==> src/include/ppot_pkg.sv <==
package ppot_pkg;

    // Widths of the block
    localparam int unsigned PPOT_NPINS   = 16;
    localparam int unsigned PPOT_AW      = 9;
    localparam int unsigned PPOT_DW      = 8;

    typedef logic [PPOT_AW-1:0]    ppot_addr_t;
    typedef logic [PPOT_DW-1:0]    ppot_byte_t;
    typedef logic [PPOT_NPINS-1:0] ppot_pins_t;
    typedef logic signed [3:0]     ppot_trim_t;

    // Register offsets
    localparam ppot_addr_t PPOT_PULL_LO_OFF = 9'h110;
    localparam ppot_addr_t PPOT_PULL_HI_OFF = 9'h111;
    localparam ppot_addr_t PPOT_OSC_OFF     = 9'h112;
    localparam ppot_addr_t PPOT_SPARE_OFF   = 9'h113;
    localparam ppot_addr_t PPOT_PD_LO_OFF   = 9'h1F0;
    localparam ppot_addr_t PPOT_PD_HI_OFF   = 9'h1F1;
    localparam ppot_addr_t PPOT_PU_LO_OFF   = 9'h1F2;
    localparam ppot_addr_t PPOT_PU_HI_OFF   = 9'h1F3;

    // Field positions
    localparam int unsigned PPOT_HI_BASE    = 8;
    localparam int unsigned PPOT_OSC_LSB    = 4;
    localparam int unsigned PPOT_OSC_MSB    = 7;

    // Reset values, and the value read back at unmapped addresses
    localparam ppot_byte_t PPOT_PULL_LO_RST = 8'h00;
    localparam ppot_byte_t PPOT_PULL_HI_RST = 8'h00;
    localparam ppot_trim_t PPOT_OSC_RST     = 4'h0;
    localparam ppot_byte_t PPOT_SPARE_RST   = 8'h00;
    localparam ppot_byte_t PPOT_UNMAPPED    = 8'h00;

    // Address match, used by the write and the read decode
    function automatic logic ppot_hit(input ppot_addr_t addr,
                                      input ppot_addr_t off);
        return addr == off;
    endfunction : ppot_hit

endpackage : ppot_pkg

==> src/include/ppot_pad_if.sv <==
`timescale 1ns/1ps
interface ppot_pad_if;
    import ppot_pkg::*;

    ppot_pins_t pull_ctrl;
    ppot_pins_t input_dir;
    ppot_pins_t output_dir;
    ppot_pins_t open_drain;
    ppot_pins_t drive_type;
    ppot_pins_t pd_en;
    ppot_pins_t pu_en;
    ppot_pins_t pu_rail;

    // Register side drives the settings, pad side the resistor controls
    modport cfg (output pull_ctrl, output input_dir, output output_dir,
                 output open_drain, output drive_type,
                 input pd_en, input pu_en, input pu_rail);
    modport pad (input pull_ctrl, input input_dir, input output_dir,
                 input open_drain, input drive_type,
                 output pd_en, output pu_en, output pu_rail);
endinterface : ppot_pad_if

==> src/hdl/ppot_pad_ctrl.sv <==
`timescale 1ns/1ps
module ppot_pad_ctrl (
    input  wire logic  core_clk,
    input  wire logic  rst_b,
    ppot_pad_if.pad    pads
);
    import ppot_pkg::*;

    ppot_pins_t next_pd;
    ppot_pins_t next_pu;
    ppot_pins_t next_rail;

    // One resistor decision per pin; input direction takes precedence
    for (genvar i = 0; i < PPOT_NPINS; i++) begin : g_pin
        logic od_out;
        assign od_out = pads.output_dir[i] & pads.open_drain[i]
                        & ~pads.input_dir[i];
        assign next_pd[i] = pads.input_dir[i] & pads.pull_ctrl[i];
        assign next_pu[i] = od_out & pads.pull_ctrl[i];
        // Rail only meaningful while the pull-up is on
        assign next_rail[i] = next_pu[i] & pads.drive_type[i];
    end

    // Registered so the analog switches never see decode glitches
    always_ff @(posedge core_clk or negedge rst_b) begin
        if (!rst_b) begin
            pads.pd_en   <= '0;
            pads.pu_en   <= '0;
            pads.pu_rail <= '0;
        end else begin
            pads.pd_en   <= next_pd;
            pads.pu_en   <= next_pu;
            pads.pu_rail <= next_rail;
        end
    end
endmodule : ppot_pad_ctrl

==> src/hdl/ppot_regs.sv <==
`timescale 1ns/1ps
// What this block does
// - Input pin: pull bit switches pull-down
// - Open-drain output: bit one connects pull-up
// - Open-drain output: bit zero leaves pull-up off
// - Pull-up rail follows pin drive type
// - Signed 4-bit oscillator offset in bits 7:4
module ppot_regs (
    input  wire logic                core_clk,
    input  wire logic                rst_b,
    input  wire ppot_pkg::ppot_addr_t reg_addr,
    input  wire ppot_pkg::ppot_byte_t reg_wdata,
    input  wire logic                reg_wr,
    input  wire logic                reg_rd,
    output      ppot_pkg::ppot_byte_t reg_rdata,
    input  wire ppot_pkg::ppot_pins_t pin_input_dir,
    input  wire ppot_pkg::ppot_pins_t pin_output_dir,
    input  wire ppot_pkg::ppot_pins_t pin_open_drain,
    input  wire ppot_pkg::ppot_pins_t pin_drive_type,
    output      ppot_pkg::ppot_pins_t pin_pull_down_en,
    output      ppot_pkg::ppot_pins_t pin_pull_up_en,
    output      ppot_pkg::ppot_pins_t pin_pull_up_rail,
    output      ppot_pkg::ppot_trim_t osc_freq_offset
);
    import ppot_pkg::*;

    ppot_byte_t pull_lo;
    ppot_byte_t pull_hi;
    ppot_trim_t osc_trim;
    ppot_byte_t spare;
    ppot_byte_t next_rdata;
    ppot_pins_t pin_pull_ctrl;
    logic       wr_pull_lo;
    logic       wr_pull_hi;
    logic       wr_osc;
    logic       wr_spare;

    ppot_pad_if pads ();

    // Write decode; one strobe per register
    assign wr_pull_lo = reg_wr & ppot_hit(reg_addr, PPOT_PULL_LO_OFF);
    assign wr_pull_hi = reg_wr & ppot_hit(reg_addr, PPOT_PULL_HI_OFF);
    assign wr_osc     = reg_wr & ppot_hit(reg_addr, PPOT_OSC_OFF);
    assign wr_spare   = reg_wr & ppot_hit(reg_addr, PPOT_SPARE_OFF);

    // Pull control for pins 0 to 7
    always_ff @(posedge core_clk or negedge rst_b) begin
        if (!rst_b) begin
            pull_lo <= PPOT_PULL_LO_RST;
        end else if (wr_pull_lo) begin
            pull_lo <= reg_wdata;
        end
    end

    // Pull control for pins 8 to 15
    always_ff @(posedge core_clk or negedge rst_b) begin
        if (!rst_b) begin
            pull_hi <= PPOT_PULL_HI_RST;
        end else if (wr_pull_hi) begin
            pull_hi <= reg_wdata;
        end
    end

    // Oscillator trim; low nibble is reserved and not stored
    always_ff @(posedge core_clk or negedge rst_b) begin
        if (!rst_b) begin
            osc_trim <= PPOT_OSC_RST;
        end else if (wr_osc) begin
            osc_trim <= reg_wdata[PPOT_OSC_MSB:PPOT_OSC_LSB];
        end
    end

    // Spare byte is plain storage, kept so software sees what it wrote
    always_ff @(posedge core_clk or negedge rst_b) begin
        if (!rst_b) begin
            spare <= PPOT_SPARE_RST;
        end else if (wr_spare) begin
            spare <= reg_wdata;
        end
    end

    // Trim code goes to the oscillator as two's complement, 1.33 % a step
    assign osc_freq_offset = osc_trim;

    // Bit n of the pin vector comes from the register holding pin n
    assign pin_pull_ctrl = {pull_hi, pull_lo};

    // Settings handed to the pad controller
    assign pads.pull_ctrl  = pin_pull_ctrl;
    assign pads.input_dir  = pin_input_dir;
    assign pads.output_dir = pin_output_dir;
    assign pads.open_drain = pin_open_drain;
    assign pads.drive_type = pin_drive_type;

    ppot_pad_ctrl u_pad_ctrl (
        .core_clk (core_clk),
        .rst_b    (rst_b),
        .pads     (pads.pad)
    );

    // Resistor controls come straight from the pad controller's flops
    assign pin_pull_down_en = pads.pd_en;
    assign pin_pull_up_en   = pads.pu_en;
    assign pin_pull_up_rail = pads.pu_rail;

    // Read mux; the status words show what the pads really do now,
    // which differs from the control bits when a pin is push-pull
    always_comb begin
        next_rdata = PPOT_UNMAPPED;
        if (ppot_hit(reg_addr, PPOT_PULL_LO_OFF)) begin
            next_rdata = pull_lo;
        end else if (ppot_hit(reg_addr, PPOT_PULL_HI_OFF)) begin
            next_rdata = pull_hi;
        end else if (ppot_hit(reg_addr, PPOT_OSC_OFF)) begin
            next_rdata = {osc_trim, 4'h0};
        end else if (ppot_hit(reg_addr, PPOT_SPARE_OFF)) begin
            next_rdata = spare;
        end else if (ppot_hit(reg_addr, PPOT_PD_LO_OFF)) begin
            next_rdata = pads.pd_en[PPOT_HI_BASE-1:0];
        end else if (ppot_hit(reg_addr, PPOT_PD_HI_OFF)) begin
            next_rdata = pads.pd_en[PPOT_NPINS-1:PPOT_HI_BASE];
        end else if (ppot_hit(reg_addr, PPOT_PU_LO_OFF)) begin
            next_rdata = pads.pu_en[PPOT_HI_BASE-1:0];
        end else if (ppot_hit(reg_addr, PPOT_PU_HI_OFF)) begin
            next_rdata = pads.pu_en[PPOT_NPINS-1:PPOT_HI_BASE];
        end
    end

    // Read data stands for one cycle only, zero otherwise
    always_ff @(posedge core_clk or negedge rst_b) begin
        if (!rst_b) begin
            reg_rdata <= 8'h00;
        end else if (reg_rd) begin
            reg_rdata <= next_rdata;
        end else begin
            reg_rdata <= 8'h00;
        end
    end

    // Any address the read mux answers; all else must read as unmapped
    function automatic logic rd_mapped(input ppot_addr_t addr);
        return ppot_hit(addr, PPOT_PULL_LO_OFF)
            || ppot_hit(addr, PPOT_PULL_HI_OFF)
            || ppot_hit(addr, PPOT_OSC_OFF)
            || ppot_hit(addr, PPOT_SPARE_OFF)
            || ppot_hit(addr, PPOT_PD_LO_OFF)
            || ppot_hit(addr, PPOT_PD_HI_OFF)
            || ppot_hit(addr, PPOT_PU_LO_OFF)
            || ppot_hit(addr, PPOT_PU_HI_OFF);
    endfunction : rd_mapped
endmodule : ppot_regs

==> config.mk <==
export PLATFORM = sky130hd
export DESIGN_NAME = ppot_regs
export DESIGN_NICKNAME = d
export VERILOG_FILES = /design/src/include/ppot_pkg.sv /design/src/include/ppot_pad_if.sv /design/src/hdl/ppot_pad_ctrl.sv /design/src/hdl/ppot_regs.sv
export SDC_FILE = /design/constraint.sdc
export NUM_CORES = 1
export LEC_CHECK = 0
export ABC_AREA = 1
export BUFFER_PORTS_ARGS = -buffer_cell sky130_fd_sc_hd__buf_2
export CORE_ASPECT_RATIO = 2
export CORE_MARGIN = 10
export CORE_UTILIZATION = 48
export CTS_CLUSTER_SIZE = 16
export DETAILED_ROUTE_END_ITERATION = 8
export PLACE_DENSITY = 0.86
export SLEW_MARGIN = 0
export SYNTH_ARGS = -nofsm -noshare
export SYNTH_HDL_FRONTEND = slang
export SYNTH_SLANG_ARGS = --single-unit
==> constraint.sdc <==
create_clock -name core_clk -period 1.1 [get_ports core_clk]
set_clock_uncertainty 0.15 [all_clocks]
set_input_delay 0.22 -clock core_clk [delete_from_list [all_inputs] [get_ports core_clk]]
set_output_delay 0.22 -clock core_clk [all_outputs]
set_load 0.01 [all_outputs]
== After elaboration in Yosys (flattened, before gate mapping) ==
Index checks and enable logic that the tools add are counted.

* Bits in registers: 84
* Input bits: 85
* Output and inout bits: 60
* Logic and storage cells: 125

* Equal/unequal tests: 8
* Multiplexer cells: 9
* Bitwise operators: 100

{| class="wikitable"
|+ Operator list
! operator !! count
|-
| bitwise AND 1 bit || 84
|-
| == test 9 bit, second input constant || 8
|-
| two-way mux 8 bit || 9
|-
| NOT 1 bit || 16
|}

== Logic depth before layout (Yosys ltp) ==
* Depth in word-level cells: 10
* Mapped depth: 10
* Gate-level depth less buffers: 10

== Modules after synthesis ==
From an unflattened synthesis, not the netlist that was laid out.

* Cell total of the unflattened synthesis: 492
* Area total of the unflattened synthesis: 3926.3 um^2

{| class="wikitable"
|+ Modules (own cells, without submodules)
! module !! times used !! cells each !! area an instance (um^2) !! seq. area each (um^2)
|-
| ppot_regs || 1 || 316 || 2144.6 || 900.9
|-
| ppot_pad_ctrl || 1 || 176 || 1781.7 || 1201.2
|}

== Worst setup path after synthesis ==
Ideal clock, no wire load.

* Path kind: input to register
* From: in reg_addr[2]
* To: reg spare[5]
* Library setup time: 0.126 ns
* Data arrival time: 1.058 ns
* Data required time: 0.824 ns
* Setup slack: -0.234 ns
* Stages on the path: 7
* Buffers on the path: 1
* Path through: inv_1 > nand2_2 > nor2_4 > nand3_1 > buf_6 > nand2_1 > o21ai_0

* Word-level cells in the longest chain between the ends: 2

{| class="wikitable"
|+ Ends and longest elaborated chain
! item !! line !! source
|-
| from (decl) || ppot_regs.sv:11 || <nowiki>input wire ppot_pkg::ppot_addr_t reg_addr,</nowiki>
|-
| == test 9 bit || ppot_pkg.sv:38 || <nowiki>return addr == off;</nowiki>
|-
| bitwise AND 1 bit || ppot_regs.sv:44 || <nowiki>assign wr_spare = reg_wr & ppot_hit(reg_addr, PPOT_SPARE_OFF);</nowiki>
|-
| to (signal assigned) || ppot_regs.sv:78 || <nowiki>spare <= reg_wdata;</nowiki>
|-
| to (decl) || ppot_regs.sv:30 || <nowiki>ppot_byte_t spare;</nowiki>
|}

No other way between the ends.
A chain may end at the register's enable or synchronous reset.

== Final worst setup path ==
* From: reg spare[7]
* To: reg reg_rdata[7]

* Word-level cells in the longest chain between the ends: 5

{| class="wikitable"
|+ Ends and longest elaborated chain
! item !! line !! source
|-
| two-way mux 8 bit || ppot_regs.sv:116 || <nowiki>end else if (ppot_hit(reg_addr, PPOT_SPARE_OFF)) begin</nowiki>
|-
| two-way mux 8 bit || ppot_regs.sv:114 || <nowiki>end else if (ppot_hit(reg_addr, PPOT_OSC_OFF)) begin</nowiki>
|-
| two-way mux 8 bit || ppot_regs.sv:112 || <nowiki>end else if (ppot_hit(reg_addr, PPOT_PULL_HI_OFF)) begin</nowiki>
|-
| two-way mux 8 bit || ppot_regs.sv:110 || <nowiki>if (ppot_hit(reg_addr, PPOT_PULL_LO_OFF)) begin</nowiki>
|-
| two-way mux 8 bit || ppot_regs.sv:133 || <nowiki>end else if (reg_rd) begin</nowiki>
|-
| to (signal assigned) || ppot_regs.sv:134 || <nowiki>reg_rdata <= next_rdata;</nowiki>
|-
| to (decl) || ppot_regs.sv:15 || <nowiki>output ppot_pkg::ppot_byte_t reg_rdata,</nowiki>
|}

No other way between the ends.

==> results.json <==
{
  "r2r-end": "reg_rdata[7]",
  "setup_viol": 112,
  "worst-r2r-cell-count": 4,
  "port_buffers": 144,
  "worstHoldEndpoint": "u_pad_ctrl.pads.pu_en[3]",
  "synthMuxAreaShare_pct": 0,
  "gr-total-overflow": 0,
  "start_kind": "flop",
  "final_layout_size_suffix_gt1_share_pct": 56.2,
  "coreArea_um2": 7210,
  "critPathKind": "flop to flop",
  "fin_util_pct": 93.6,
  "synth_common_cells": "95 x nand2_1, 84 x dfrtp_1, 51 x inv_1",
  "tightest_slew_ns": 0.493,
  "areaGrowthSynthToFinish_pct": 90.0,
  "routed_wl_um": 22200,
  "grt_first_pass_wirelength_um": 24600,
  "clk_path_buf_depth": 2,
  "synth_warnings": 0,
  "required_ns": 1.19,
  "slew_violations": 0,
  "hold_depth": 2,
  "route.detailed.drc": 0,
  "dr.first_iter.drc_count": 716,
  "power.density_nw_per_um2": 1060,
  "slowest_stage": "dfrtp_1",
  "path_cells": "o211ai_1 -> nand3_1 -> a21oi_2 -> nor2_1",
  "max_freq_mhz": 659,
  "hold_ws_ns": -0.0935,
  "cts.clk_slew.worst_paths_ns": 0.07,
  "dieHeight_um": 142,
  "clock_latency_ns": 0.35,
  "grt_util_all_layers_pct": 28.4,
  "setup_slack_ns": -0.417,
  "min_period_ns": 1.52,
  "ir_drop_mv": 1.09,
  "synthAdderAreaFrac_pct": 0,
  "cpPeakStageDelay_ns": 0.40,
  "syn_avg_cell_area_um2": 9.08,
  "hp-start": "pin_input_dir[3]",
  "num_rows": 44,
  "ant_nets": 0,
  "grt_max_degree": 20,
  "synth-simple-area-share_pct": 24.4,
  "min_path_type": "input port to flop",
  "yosysSeqAreaShare_pct": 59.2,
  "gp_congestion": 0.919,
  "fin_setup_tns_ns": -16.85,
  "synth_most_common_cell": "nand2_1",
  "ios": 145,
  "dieArea_um2": 11500,
  "leakage_nw": 3.46,
  "die_width_um": 80.8,
  "synth_top_family_by_area": "simple AND/OR/NAND/NOR gates",
  "cap_violations": 0,
  "vias": 4749,
  "num-fill-cells": 217,
  "crit_buf_inv": 0,
  "cts-htree-levels": 3,
  "path_delay_family": "compound AO/OA/AOI/OAI gates",
  "ys_ff_latch": 84,
  "dp.final_hpwl_um": 9000,
  "status": "finished with violations",
  "synthTopCellsByArea": "dfrtp_1 59%, nand2_1 10%, o21ai_0 5.6%",
  "avgViaCountPerCell": 6.32,
  "max-slew-margin-rel_pct": 67.0,
  "synth_area_um2": 3550,
  "clock_sinks": 84,
  "synthArstFlopShare_pct": 100,
  "syn_inst": 391,
  "grt_pass1_vias": 4653,
  "r2r_slack_ns": -0.42,
  "synth-xor-area-share_pct": 0,
  "fin_nets": 739,
  "dr.pass1.iters": 6,
  "cp_max_fo": 2,
  "initial_core_util_pct": 49.3,
  "power_w": 0.00715,
  "rsz0062_at_grt": "true",
  "ys_types": 23,
  "yosysTopAreaCell": "dfrtp_1",
  "crit_arrival_ns": 1.61,
  "cts_root_buffer": "clkbuf_16",
  "violations": "hold timing, setup timing",
  "r2r_start": "spare[7]",
  "synth_nets": 476,
  "synth_compound_area_share_pct": 9.12,
  "synth.top_cell.area_share_pct": 59.2,
  "antenna_found_initial": 1,
  "endpoint_kind": "flop",
  "detail_route.wl_per_cell_um": 29.6,
  "synth-main-ff-cell": "dfrtp_1",
  "finalCritPeriodShare_pct": 138,
  "hold_viol": 4,
  "numCtsBuffers": 9,
  "synth_edf_count": 0,
  "cts_tree": "done"
}
[what timing repair did]
action | in CTS | in global routing
hold buffers | 42 | 4
setup endpoints to repair | 84 | 123
cloned | 4 | 1
endpoints found under the hold margin | 131 | 6
resized for setup | 107 | 157
setup buffers | 29 | 24
pin swaps | 24 | 51
[layout by cell type, fill, tap and decap left out, types with 2 or more instances in the layout]
cell,n
buf_6,57
clkinvlp_4,2
nor3b_2,7
buf_2,95
nor2_4,7
buf_4,51
buf_12,8
a21oi_2,7
nand3_1,18
o21ai_2,28
o211ai_1,4
clkbuf_16,10
nor3_2,7
nand2_4,9
o22ai_2,2
nor2_1,8
nand3_4,8
dfrtp_1,84
nand2_1,53
inv_2,6
nand2_8,5
buf_8,7
and2_1,15
o21ai_0,3
dlymetal6s4s_1,2
dlygate4sd3_1,37
nand3_2,13
nand2_2,32
inv_1,45
o21ai_1,16
[kinds of logic after synthesis]
kind of cell | count (synthesis)
simple gates | 184
flops | 84
compound gates | 62
buf+inv | 61
[metal layers]
metal,routed length [um],up-vias,global-route usage (%),part of all wire (%)
met3,2270,208,6.39,10
met1,6830,2233,28.0,31
met5,0,-,0,0
li1,-,1784,-,-
met4,2200,0,23.6,9.9
met2,10900,524,48.1,49
[state kept, by name (all words and copies together) (netlist names)]
signal                   flops
osc_freq_offset              4
pull_hi                      8
pull_lo                      8
reg_rdata                    8
spare                        8
u_pad_ctrl.pads.pd_en       16
u_pad_ctrl.pads.pu_en       16
u_pad_ctrl.pads.pu_rail     16
[report_power, final]
group	total [W]	leakage (nW)	internal (W)	switching [W]
Clock	0.00312	0.138	0.00181	0.00132
Combinational	0.000846	2.16	0.000398	0.000448
Sequential	0.00318	1.17	0.00313	0.0000510
Total	0.00715	3.46	0.00533	0.00181
[how the worst max path moves through the flow]
stage	cells past startpoint	endpoint	slack (ns)	start
after detailed placement	10	reg_rdata[2]	-0.47	reg_addr[6]
after floorplan	9	reg_rdata[1]	-0.22	reg_addr[6]
final	4	reg_rdata[7]	-0.42	spare[7]
after global routing	4	reg_rdata[7]	-0.47	spare[7]
after global placement	10	reg_rdata[1]	-0.42	reg_addr[6]
after CTS	1	pin_pull_up_en[7]	-0.16	u_pad_ctrl.pads.pu_en[7]
[cell type report]
class                           count  area [um^2]  share of cell area (%)
Antenna cell                        1         2.50                  0.0371
Clock buffer                       11          243                    3.60
Clock inverter                      4         50.0                   0.742
Inverter                           53          211                    3.13
Multi-Input combinational cell    248         1840                    27.3
Sequential cell                    84         2100                    31.1
Tap cell                           92          115                    1.71
Timing Repair Buffer              258         2190                    32.4
[stage by stage]
stage	hold WS, ns	cell area, um^2	worst slack, ns	cells
after CTS	-0.0388	6050	-0.156	737
final	-0.0935	6750	-0.417	751
after global routing	-0.0726	6750	-0.466	751
after global placement	-0.0199	4630	-0.416	647
after floorplan	-0.226	3590	-0.225	391
after detailed placement	-0.0235	4630	-0.473	647
(Power assumes the default switching activity.)
